## src/pkg/option_irq_pkg.sv

```systemverilog
package option_irq_pkg;

  // ==========================================================
  // Register map (printed offsets are indices; byte = 4 x index)
  localparam int unsigned ADDR_W = 10;
  localparam int unsigned DATA_W = 32;
  localparam int unsigned REG_W = 8;
  localparam int unsigned IDX_W = 8;
  localparam logic [IDX_W-1:0] IDX_INTERRUPT_CONTROL = 8'h0B;
  localparam logic [IDX_W-1:0] IDX_OPTION_CONFIG = 8'h81;

  // ==========================================================
  // Reset values
  localparam logic [REG_W-1:0] OPTION_CONFIG_RST = 8'hFF;
  localparam logic [REG_W-1:0] INTERRUPT_CONTROL_RST = 8'h00;

  // ==========================================================
  // Option config fields
  localparam int unsigned PULLUP_DISABLE_BIT = 7;
  localparam int unsigned EXT_IRQ_EDGE_SEL_BIT = 6;
  localparam int unsigned COUNTER_CLK_SRC_SEL_BIT = 5;
  localparam int unsigned COUNTER_SRC_EDGE_SEL_BIT = 4;
  localparam int unsigned PRESCALER_ASSIGN_BIT = 3;
  localparam int unsigned PRESCALE_RATE_LSB = 0;
  localparam int unsigned PRESCALE_RATE_W = 3;

  // ==========================================================
  // Interrupt control fields
  localparam int unsigned GLOBAL_IRQ_EN_BIT = 7;
  localparam int unsigned NV_WRITE_DONE_IRQ_EN_BIT = 6;
  localparam int unsigned COUNTER_OVF_IRQ_EN_BIT = 5;
  localparam int unsigned EXT_PIN_IRQ_EN_BIT = 4;
  localparam int unsigned PORT_CHANGE_IRQ_EN_BIT = 3;
  localparam int unsigned COUNTER_OVF_FLAG_BIT = 2;
  localparam int unsigned EXT_PIN_IRQ_FLAG_BIT = 1;
  localparam int unsigned PORT_CHANGE_FLAG_BIT = 0;

  // ==========================================================
  // Timing and widths
  localparam int unsigned INSTR_DIV = 4;
  localparam int unsigned INSTR_DIV_W = 2;
  localparam int unsigned PRESCALE_CNT_W = 8;
  localparam int unsigned PRESCALE_EXP_W = 4;
  localparam int unsigned PORT_B_W = 8;

endpackage : option_irq_pkg

```

## src/rtl/option_and_interrupt_control.sv

```systemverilog
// Summary of operation
// Pull-up disable bit set turns all port-B pull-ups off, else per pin.
// Edge select bit picks rising (1) or falling (0) external pin edge.
// Clock source bit picks external counter pin (1) or instruction clock.
// Source edge bit: 1 counts high-to-low, 0 counts low-to-high.
// Assign bit 1 gives prescaler to watchdog, counter runs 1:1.
// Rate codes give counter 1:2..1:256, watchdog 1:1..1:128.
// Flags set on their events regardless of any enable bit.
// Global enable passes unmasked sources; cleared it blocks all.
// Write-complete enable gates the nonvolatile write-done interrupt.
// Overflow enable gates the counter overflow interrupt.
// Bits 4,3 enable pin and change; bits 2..0 flags, software clears.
//
// Chosen here: register access over Avalon-MM.
`timescale 1ns/1ps
`default_nettype none

module option_and_interrupt_control #(
  parameter int unsigned PORT_W = option_irq_pkg::PORT_B_W,
  parameter int unsigned INSTR_DIV = option_irq_pkg::INSTR_DIV
) (
  input wire logic clk,
  input wire logic rst,
  input wire logic [option_irq_pkg::ADDR_W-1:0] address,
  input wire logic read,
  input wire logic write,
  input wire logic [option_irq_pkg::DATA_W-1:0] writedata,
  input wire logic [3:0] byteenable,
  output logic [option_irq_pkg::DATA_W-1:0] readdata,
  output logic waitrequest,
  input wire logic [PORT_W-1:0] portBPullupGate,
  output logic [PORT_W-1:0] portBPullupOn,
  input wire logic extIrqPin,
  input wire logic extCounterClkPin,
  input wire logic watchdogTick,
  input wire logic counterOverflow,
  input wire logic portChange,
  input wire logic nvWriteDoneFlag,
  output logic instrCycleTick,
  output logic counterInc,
  output logic watchdogInc,
  output logic irqRequest
);

  localparam int unsigned RW = option_irq_pkg::REG_W;
  localparam int unsigned DW = option_irq_pkg::DATA_W;
  localparam int unsigned DIVW = option_irq_pkg::INSTR_DIV_W;
  localparam logic [DIVW-1:0] DIV_LAST = DIVW'(INSTR_DIV - 1);

  typedef struct packed {
    logic [RW-1:0] optionConfig;
    logic [RW-1:0] interruptControl;
    logic extPinPrev;
    logic cntPinPrev;
    logic assignPrev;
    logic [DIVW-1:0] divCnt;
    logic ack;
    logic [DW-1:0] rdata;
    logic [PORT_W-1:0] pullupOn;
  } ctrl_state_t;

  localparam ctrl_state_t RESET_STATE = '{
    optionConfig: option_irq_pkg::OPTION_CONFIG_RST,
    interruptControl: option_irq_pkg::INTERRUPT_CONTROL_RST,
    extPinPrev: 1'b0,
    cntPinPrev: 1'b0,
    assignPrev: option_irq_pkg::OPTION_CONFIG_RST[
      option_irq_pkg::PRESCALER_ASSIGN_BIT],
    divCnt: '0,
    ack: 1'b0,
    rdata: '0,
    pullupOn: '0
  };

  ctrl_state_t s_q;
  ctrl_state_t s_d;

  logic [option_irq_pkg::IDX_W-1:0] wordIdx;
  logic hitOption;
  logic hitIntcon;
  logic request;
  logic writeTaken;
  logic pullupDisable;
  logic extIrqEdgeSel;
  logic counterClkSrcSel;
  logic counterSrcEdgeSel;
  logic prescalerAssign;
  logic [option_irq_pkg::PRESCALE_RATE_W-1:0] prescaleRate;
  logic extRise;
  logic extFall;
  logic extIrqEvent;
  logic cntPinEvent;
  logic counterSrcTick;
  logic presTick;
  logic presPulse;
  logic [RW-1:0] ic;
  logic [PORT_W-1:0] pullupNext;

  // ==========================================================
  // Field views
  assign pullupDisable = s_q.optionConfig[option_irq_pkg::PULLUP_DISABLE_BIT];
  assign extIrqEdgeSel =
    s_q.optionConfig[option_irq_pkg::EXT_IRQ_EDGE_SEL_BIT];
  assign counterClkSrcSel =
    s_q.optionConfig[option_irq_pkg::COUNTER_CLK_SRC_SEL_BIT];
  assign counterSrcEdgeSel =
    s_q.optionConfig[option_irq_pkg::COUNTER_SRC_EDGE_SEL_BIT];
  assign prescalerAssign =
    s_q.optionConfig[option_irq_pkg::PRESCALER_ASSIGN_BIT];
  assign prescaleRate = s_q.optionConfig[option_irq_pkg::PRESCALE_RATE_LSB +:
    option_irq_pkg::PRESCALE_RATE_W];
  assign ic = s_q.interruptControl;

  // ==========================================================
  // Bus decode
  assign wordIdx = address[option_irq_pkg::ADDR_W-1:2];
  assign hitOption = (wordIdx == option_irq_pkg::IDX_OPTION_CONFIG);
  assign hitIntcon = (wordIdx == option_irq_pkg::IDX_INTERRUPT_CONTROL);
  assign request = read | write;
  // One wait state keeps read data registered
  assign waitrequest = request & ~s_q.ack;
  assign writeTaken = write & s_q.ack & byteenable[0];
  assign readdata = s_q.rdata;

  // ==========================================================
  // Pin edges and clock selection
  assign extRise = extIrqPin & ~s_q.extPinPrev;
  assign extFall = ~extIrqPin & s_q.extPinPrev;
  assign extIrqEvent = extIrqEdgeSel ? extRise : extFall;
  assign cntPinEvent = counterSrcEdgeSel ?
    (~extCounterClkPin & s_q.cntPinPrev) :
    (extCounterClkPin & ~s_q.cntPinPrev);
  assign instrCycleTick = (s_q.divCnt == DIV_LAST);
  assign counterSrcTick = counterClkSrcSel ? cntPinEvent :
    instrCycleTick;

  // ==========================================================
  // Prescaler routing
  assign presTick = prescalerAssign ? watchdogTick : counterSrcTick;
  assign counterInc = prescalerAssign ? counterSrcTick : presPulse;
  assign watchdogInc = prescalerAssign ? presPulse : watchdogTick;

  prescaler #(
    .CNT_W(option_irq_pkg::PRESCALE_CNT_W),
    .RATE_W(option_irq_pkg::PRESCALE_RATE_W),
    .EXP_W(option_irq_pkg::PRESCALE_EXP_W)
  ) u_prescaler (
    .clk(clk),
    .rst(rst),
    .clear(prescalerAssign != s_q.assignPrev),
    .tick(presTick),
    .rate(prescaleRate),
    .forCounter(~prescalerAssign),
    .pulse(presPulse)
  );

  // ==========================================================
  // Interrupt request
  assign irqRequest = ic[option_irq_pkg::GLOBAL_IRQ_EN_BIT] & (
    (ic[option_irq_pkg::NV_WRITE_DONE_IRQ_EN_BIT] & nvWriteDoneFlag) |
    (ic[option_irq_pkg::COUNTER_OVF_IRQ_EN_BIT] &
     ic[option_irq_pkg::COUNTER_OVF_FLAG_BIT]) |
    (ic[option_irq_pkg::EXT_PIN_IRQ_EN_BIT] &
     ic[option_irq_pkg::EXT_PIN_IRQ_FLAG_BIT]) |
    (ic[option_irq_pkg::PORT_CHANGE_IRQ_EN_BIT] &
     ic[option_irq_pkg::PORT_CHANGE_FLAG_BIT]));

  assign portBPullupOn = s_q.pullupOn;

  // ==========================================================
  // Next state
  always_comb begin
    s_d = s_q;
    s_d.extPinPrev = extIrqPin;
    s_d.cntPinPrev = extCounterClkPin;
    s_d.assignPrev = prescalerAssign;
    s_d.divCnt = instrCycleTick ? '0 : s_q.divCnt + DIVW'(1);
    s_d.ack = request & ~s_q.ack;
    s_d.pullupOn = pullupNext;
    if (request & ~s_q.ack) begin
      s_d.rdata = '0;
      if (hitOption) begin
        s_d.rdata = DW'(s_q.optionConfig);
      end else if (hitIntcon) begin
        s_d.rdata = DW'(s_q.interruptControl);
      end
    end
    if (writeTaken && hitOption) begin
      s_d.optionConfig = writedata[RW-1:0];
    end
    if (writeTaken && hitIntcon) begin
      s_d.interruptControl = writedata[RW-1:0];
    end
    // Set after the write so an event in the clearing cycle survives
    if (counterOverflow) begin
      s_d.interruptControl[option_irq_pkg::COUNTER_OVF_FLAG_BIT] = 1'b1;
    end
    if (extIrqEvent) begin
      s_d.interruptControl[option_irq_pkg::EXT_PIN_IRQ_FLAG_BIT] = 1'b1;
    end
    if (portChange) begin
      s_d.interruptControl[option_irq_pkg::PORT_CHANGE_FLAG_BIT] = 1'b1;
    end
  end

  // ==========================================================
  // Per-pin pull-up gating
  for (genvar i = 0; i < PORT_W; i++) begin : g_pullup
    assign pullupNext[i] = ~pullupDisable & portBPullupGate[i];
  end

  // ==========================================================
  // State register
  // One process owns the whole struct, pull-up bits included
  always_ff @(posedge clk) begin
    if (rst) begin
      s_q <= RESET_STATE;
    end else begin
      s_q <= s_d;
    end
  end

endmodule : option_and_interrupt_control

`default_nettype wire

```

## src/rtl/prescaler.sv

```systemverilog
`timescale 1ns/1ps
`default_nettype none

module prescaler #(
  parameter int unsigned CNT_W = option_irq_pkg::PRESCALE_CNT_W,
  parameter int unsigned RATE_W = option_irq_pkg::PRESCALE_RATE_W,
  parameter int unsigned EXP_W = option_irq_pkg::PRESCALE_EXP_W
) (
  input wire logic clk,
  input wire logic rst,
  input wire logic clear,
  input wire logic tick,
  input wire logic [RATE_W-1:0] rate,
  input wire logic forCounter,
  output logic pulse
);

  typedef struct packed {
    logic [CNT_W-1:0] cnt;
  } pres_state_t;

  pres_state_t s_q;
  pres_state_t s_d;
  logic [EXP_W-1:0] divExp;
  logic [CNT_W:0] maskWide;
  logic [CNT_W-1:0] mask;

  // ==========================================================
  // Ratio select
  always_comb begin
    divExp = EXP_W'(rate) + EXP_W'(forCounter);
    maskWide = ((CNT_W+1)'(1) << divExp) - (CNT_W+1)'(1);
    mask = maskWide[CNT_W-1:0];
    pulse = tick && ((s_q.cnt & mask) == mask);
    s_d = s_q;
    if (clear) begin
      s_d.cnt = '0;
    end else if (tick) begin
      s_d.cnt = s_q.cnt + CNT_W'(1);
    end
  end

  // ==========================================================
  // State register
  always_ff @(posedge clk) begin
    if (rst) begin
      s_q <= '0;
    end else begin
      s_q <= s_d;
    end
  end

endmodule : prescaler

`default_nettype wire

```

## config.mk

```make
export PLATFORM = sky130hd
export DESIGN_NAME = option_and_interrupt_control
export DESIGN_NICKNAME = d
export VERILOG_FILES = /design/src/pkg/option_irq_pkg.sv /design/src/rtl/option_and_interrupt_control.sv /design/src/rtl/prescaler.sv
export SDC_FILE = /design/constraint.sdc
export NUM_CORES = 1
export LEC_CHECK = 0
export ABC_AREA = 1
export BUFFER_PORTS_ARGS = -buffer_cell sky130_fd_sc_hd__buf_2
export CAP_MARGIN = 25
export CORE_UTILIZATION = 30
export CTS_CLUSTER_SIZE = 24
export DETAILED_ROUTE_END_ITERATION = 8
export PLACE_DENSITY = 0.5
export RECOVER_POWER = 100
export SLEW_MARGIN = 20
export SYNTH_ARGS = -nofsm -noshare
export SYNTH_HDL_FRONTEND = slang
export SYNTH_HIERARCHICAL = 1
export SYNTH_SLANG_ARGS = --single-unit
```

## constraint.sdc

```tcl
create_clock -name clk -period 3.5 [get_ports clk]
set_input_delay 0 -clock clk [delete_from_list [all_inputs] [get_ports clk]]
set_output_delay 0 -clock clk [all_outputs]
set_load 0.005 [all_outputs]
```

# Yosys cells after proc, flatten, opt, wreduce, memory -nomap -nowiden
# Index checks and enable logic that the tools add are counted.
dict set report word_totals {
  out_inout_bits 45
  regBits 70
}
dict set report classes {
  add_sub_neg 4
  mux 12
  bitwise 32
  reduce_logical 8
  n_eq_ne 5
  shift 1
}
# op n
set op_table {}
lappend op_table {{1-bit bitwise AND} 20}
lappend op_table {{8-bit two-way mux} 2}
lappend op_table {{1-bit two-way mux} 9}
lappend op_table {{8-bit by 1-bit adder with 8-bit output (second input constant)} 1}
lappend op_table {{8-bit bitwise AND} 1}
lappend op_table {{8-bit by 4-bit equality test with 1-bit output (second input constant)} 1}
lappend op_table {{8-bit equality test} 1}
lappend op_table {{8-bit equality test (second input constant)} 1}
lappend op_table {{1-bit by 4-bit left shift with 8-bit output (first input constant)} 1}
lappend op_table {{8-bit by 2-bit subtractor with 8-bit output (second input constant)} 1}
lappend op_table {{1-bit NOT} 7}
lappend op_table {{2-bit nonzero test} 3}
lappend op_table {{3-bit by 1-bit adder with 4-bit output} 1}
lappend op_table {{1-bit bitwise OR} 4}
lappend op_table {{2-bit OR reduction} 2}
lappend op_table {{1-bit logical AND} 3}
lappend op_table {{3-bit two-way mux} 1}
lappend op_table {{2-bit by 1-bit adder with 2-bit output (second input constant)} 1}
lappend op_table {{2-bit equality test (second input constant)} 1}
lappend op_table {{1-bit != test} 1}

# Depth between registers and ports, before layout
dict set report logic_depth {
  ltp_word 8
  depth_mapped 19
}

# Cells and area by module
# The synthesis kept the hierarchy.
# module instances area_per_inst_um2 cells_per_inst
set by_module_without_submodules {}
lappend by_module_without_submodules {option_and_interrupt_control 1 2031.9 287}
lappend by_module_without_submodules {prescaler 1 742.0 128}

# Worst setup path after synthesis
# OpenSTA, ideal clock, no wires.
dict set report synth_path {
  kind {register -> output}
  startpoint {reg s_q (netlist bit prescalerAssign)}
  endpoint {out watchdogInc}
  arrival_ns 2.246
  n_path_buf 1
  slack_ns 1.254
  stages_incl_launch_ff 18
  path_cell_list {dfxtp_1 clkbuf_1 inv_1 ha_1 ha_1 nand2_2 nand2_2 nor2_4 nand2_2 ha_1 o21ai_0 a21oi_2 nand3_1 nor2_1 nand2_1 nor2_2 nand2_1 o21ai_0}
}
dict set report synth_between {
  elab_chain_cells 8
  word_cells_on_any_way 9
}
# item line_no
set synth_rtl {}
lappend synth_rtl {{start: declaration} option_and_interrupt_control.sv:75} ;# ctrl_state_t s_q;
lappend synth_rtl {{start signal: assignment} option_and_interrupt_control.sv:217} ;# s_q <= RESET_STATE;
lappend synth_rtl {{start signal: assignment} option_and_interrupt_control.sv:219} ;# s_q <= s_d;
lappend synth_rtl {{1-bit NOT} option_and_interrupt_control.sv:153} ;# .forCounter(~prescalerAssign),
lappend synth_rtl {{3-bit by 1-bit adder with 4-bit output} prescaler.sv:31} ;# divExp = EXP_W'(rate) + EXP_W'(forCounter);
lappend synth_rtl {{1-bit by 4-bit left shift with 8-bit output} prescaler.sv:32} ;# maskWide = ((CNT_W+1)'(1) << divExp) - (CNT_W+1)'(1);
lappend synth_rtl {{8-bit by 2-bit subtractor with 8-bit output} prescaler.sv:32}
lappend synth_rtl {{8-bit bitwise AND} prescaler.sv:34} ;# pulse = tick && ((s_q.cnt & mask) == mask);
lappend synth_rtl {{8-bit equality test} prescaler.sv:34}
lappend synth_rtl {{1-bit logical AND *} prescaler.sv:34}
lappend synth_rtl {{net presPulse} option_and_interrupt_control.sv:95} ;# logic presPulse;
lappend synth_rtl {{1-bit two-way mux *} option_and_interrupt_control.sv:141} ;# assign watchdogInc = prescalerAssign ? presPulse : watchdogTick;
lappend synth_rtl {{end: declaration} option_and_interrupt_control.sv:41} ;# output logic watchdogInc,
# Mark *: on every way through the listed nets, which the timed path passes. The rest lies on a longest branch.

# Final worst setup path
# Same ends and word-level chain as after synthesis.

==> results.txt <==
----------------------------------------------------
[Clocking]
  TritonCTS clock tree ... yes
  Source-to-sink clock delay at the later pin of the worst-skew pair ... 290 ps
  Number of setup buffers added after CTS ... 0
  Buffer type at the clock tree root ... sky130_fd_sc_hd__clkbuf_8
  Resized Gates After CTS ... 0
  H-tree Lvls ... 2
  CTS buffer count ... 5
  Worst-path clk slew ... 90 ps
  Clock sink count ... 46
  Maximum root-to-sink buffer count ... 2

[Placement]
  Post-detailed-placement half-perimeter wirelength ... 4.57 mm
  Weighted congestion reported at the end of routability-driven placement ... 0.810
  Number of buffers inserted by port buffering ... 55
  Pre-CTS setup slack ... 878 ps

[Routing]
  Vias per cell ... 4.32
  Post-route ant nets ... 0
  DRC violation total after the first TritonRoute iteration ... 100
  Number of detailed-routing iterations run before antenna repair ... 8
  Post-Route WL ... 6.08 mm
  Number of vias after detailed routing ... 2497
  Final routed wire length divided by cell count ... 10.5 um
  DRC Markers ... 2

[Power]
  Leak ... 1.57 nW
  Power density normalized to cell area ... 341 nW/um2
  Maximum ir drop on the vdd rail ... 0.000182 V

[Die]
  CORE AREA ... 8850 um2
  Initial core utilization ... 31.3%
  I/O Pins ... 109
  Core Rows ... 34
  Vertical die dimension ... 98.2 um
  Die X ... 98.2 um
  Die footprint ... 9640 um2

[Timing]
  Final-report max-slew violation count ... 0
  Maximum operating frequency ... 336 MHz
  Sum Neg Setup Slack ... 0 ps
  Worst-case clock skew ... 3.30 ps
  Post-layout worst setup margin ... 526 ps
  Count of final hold-check violations ... 0
  Post-route fraction of the period consumed by the critical path ... 85.0%
  Shortest clock period the worst path allows after layout ... 2970 ps
  Slew at the pin with the worst max-slew slack ... 919 ps
  Worst slew slack as a fraction of its limit ... 38.7%
  Final number of setup-violating endpoints ... 0
  Unrepaired setup endpoints after global routing ... no

[Global route]
  Routing usage on met2 ... 23.3%
  Global-route total usage across every layer ... 13.5%
  Met3 track demand over resource ... 2.51%
  Antenna violations before repair ... 0
  Overall overflow remaining after global route ... 0
  Global-route wire length before repair ... 10.8 mm
  Met1 layer usage reported by global route ... 17.4%
  Pin count of the biggest net entering global routing ... 23
  Busiest grt layer ... met2
  Via count of the first global-routing pass ... 2414

[Setup path]
  Largest driver fanout on the critical path ... 7
  Crit path arrival time ... 2970 ps
  Required time of the worst setup path ... 3500 ps
  Max stage delay cell, worst path ... sky130_fd_sc_hd__dfxtp_1
  Setup crit end kind ... output port
  Critical path's largest stage delay ... 480 ps
  Ordered cell list for the critical path ... inv_1 > ha_1 > ha_1 > nand2_2 > nand2_2 > nor2_4 > nand2_2 > ha_1 > o21ai_0 > a21oi_2 > nand3_1 > nor2_1 > nand2_1 > nor2_1 > nand2_1 > o21ai_0 > buf_2
  Critical path start-end classification ... flip-flop to output port
  Critical path launch point type ... flip-flop

[Synth]
  Synthesized instance count ... 415
  Flip-flop and latch count after synthesis ... 46
  Post-synth EDFFs ... 0
  Area of the mapped netlist ... 2770 um2
  Predominant post-synthesis flop cell ... sky130_fd_sc_hd__dfxtp_1
  Ys async rst share ... 0%
  Post-Syn Area per Cell ... 6.68 um2
  Part of the Yosys area used for sequential elements ... 33.2%
  Netlist cell types ... 31
  Yosys synthesis warning count ... 6

[Final layout]
  Area growth from synthesis to layout ... 14.5%
  Commonest cells after routing, fill and taps aside ... sky130_fd_sc_hd__nand2_1, sky130_fd_sc_hd__nor2_1, sky130_fd_sc_hd__dfxtp_1
  Commonest non-fill, non-tap cell in the layout ... sky130_fd_sc_hd__nand2_1
  End-of-flow core utilization ... 35.9%
  Number of nets in the layout ... 539
  Fraction of final layout cells with drive strength greater than 1 ... 15.5%
  Antenna Diode Count ... 0

[Hold path]
  HP Class ... input port to flip-flop

[Job]
  Reported max-cap violation count ... 0

[Run status]
  Violated checks ... design-rule violations
  Run status ... complete, but fails checks

----------------------------------------------------
path summary, 6_finish.rpt:
kind,start,endpoint,slack (ps),cells past startpoint
worst max-delay path,prescalerAssign,watchdogInc,530,17
worst min-delay path,write,s_q[40],10,3
worst max register to register,prescalerAssign,u_prescaler/s_q[7],1240,10
worst min register to register,s_q[41],s_q[41],440,1
sequential cells by signal (all words and copies together), names as in the netlist:
signal / flops
prescalerAssign: 1
extIrqEdgeSel: 1
counterClkSrcSel: 1
readdata: 8
prescaleRate: 3
pullupDisable: 1
ic: 8
u_prescaler/s_q: 8
portBPullupOn: 8
s_q: 6
counterSrcEdgeSel: 1
report_power, final:
| part | internal, W | leakage (nW) | switching (W) |
|---|---|---|---|
| Clock | 0.000214 | 0.0585 | 0.000189 |
| Sequential | 0.000540 | 0.375 | 0.00000921 |
| Combinational | 0.0000573 | 1.14 | 0.0000719 |
| Total | 0.000812 | 1.57 | 0.000271 |
critical path, delay by kind of cell, from the launching register on:
family / cells / cell delay (ps)
and+or+nand+nor: 9 / 830
adders and majority gates: 3 / 700
buffers and inverters: 2 / 320
AOI/OAI and AO/OA: 3 / 350
DFF: 1 / 480
timing repair:
action | in CTS | in global routing
endpoints found under the setup margin | 0 | 0
hold buffers | 19 | 0
endpoints found under the hold margin | 23 | 0
routing by layer:
layer	part of all wire [%]	vias up	wire length, um
met4	0.59	0	36
met1	49	1100	3010
li1	-	1344	-
met5	0	-	0
met3	3.6	2	220
met2	46	51	2820
cells in the mapped netlist, types with 2 or more instances:
| cell | n | area share (%) |
|---|---|---|
| sky130_fd_sc_hd__o21bai_1 | 2 | 0.54 |
| sky130_fd_sc_hd__ha_1 | 6 | 2.7 |
| sky130_fd_sc_hd__nand2_1 | 104 | 14 |
| sky130_fd_sc_hd__a21oi_1 | 11 | 2.0 |
| sky130_fd_sc_hd__nor2_1 | 57 | 7.7 |
| sky130_fd_sc_hd__nor2_2 | 8 | 1.8 |
| sky130_fd_sc_hd__nand3_1 | 44 | 7.9 |
| sky130_fd_sc_hd__buf_4 | 41 | 11 |
| sky130_fd_sc_hd__nand3b_1 | 2 | 0.54 |
| sky130_fd_sc_hd__dfxtp_1 | 46 | 33 |
| sky130_fd_sc_hd__nand4_1 | 4 | 0.90 |
| sky130_fd_sc_hd__o21ai_1 | 3 | 0.54 |
| sky130_fd_sc_hd__a21oi_2 | 2 | 0.63 |
| sky130_fd_sc_hd__inv_1 | 38 | 5.1 |
| sky130_fd_sc_hd__nor3_1 | 4 | 0.72 |
| sky130_fd_sc_hd__o21ai_0 | 11 | 2.0 |
| sky130_fd_sc_hd__buf_2 | 3 | 0.54 |
| sky130_fd_sc_hd__inv_2 | 4 | 0.54 |
| sky130_fd_sc_hd__nor2_4 | 3 | 1.2 |
| sky130_fd_sc_hd__nand2_2 | 7 | 1.6 |
| sky130_fd_sc_hd__or2_2 | 2 | 0.45 |
| sky130_fd_sc_hd__buf_6 | 2 | 0.81 |
| sky130_fd_sc_hd__clkbuf_1 | 3 | 0.41 |
cells by family (layout without fill, tap and decap cells):
group	Yosys count	in the layout	share of synthesized area (%)
compound gates	30	30	6.00
xor+xnor	1	1	0.316
fa+ha+maj	6	6	2.71
buf+inv	92	124	18.7
flops	46	46	33.2
other cells	1	24	0.135
simple gates	239	239	39.0
metrics by stage:
| step | power (W) | cell area [um2] | cells | hold WS (ps) |
|---|---|---|---|---|
| 3_5_place_dp | 0.000678 | 2910 | 551 | 228 |
| 3_3_place_gp | 0.000676 | 2910 | 551 | 217 |
| 6_report | 0.00108 | 3180 | 578 | 12.2 |
| 4_1_cts | 0.00110 | 3210 | 578 | 12.1 |
| 2_1_floorplan | 0.000661 | 2860 | 438 | 122 |
| 5_1_grt | 0.00115 | 3180 | 578 | 39.5 |
final cells by class:
class | instances | area, um2
Clock inverter | 3 | 43.8
Inverter | 42 | 158
Clock buffer | 5 | 68.8
Fill cell | 978 | 5670
Multi-Input combinational cell | 300 | 1400
Sequential cell | 46 | 921
Timing Repair Buffer | 74 | 448
Tap cell | 108 | 135
Power figures use the tool's default switching activity.
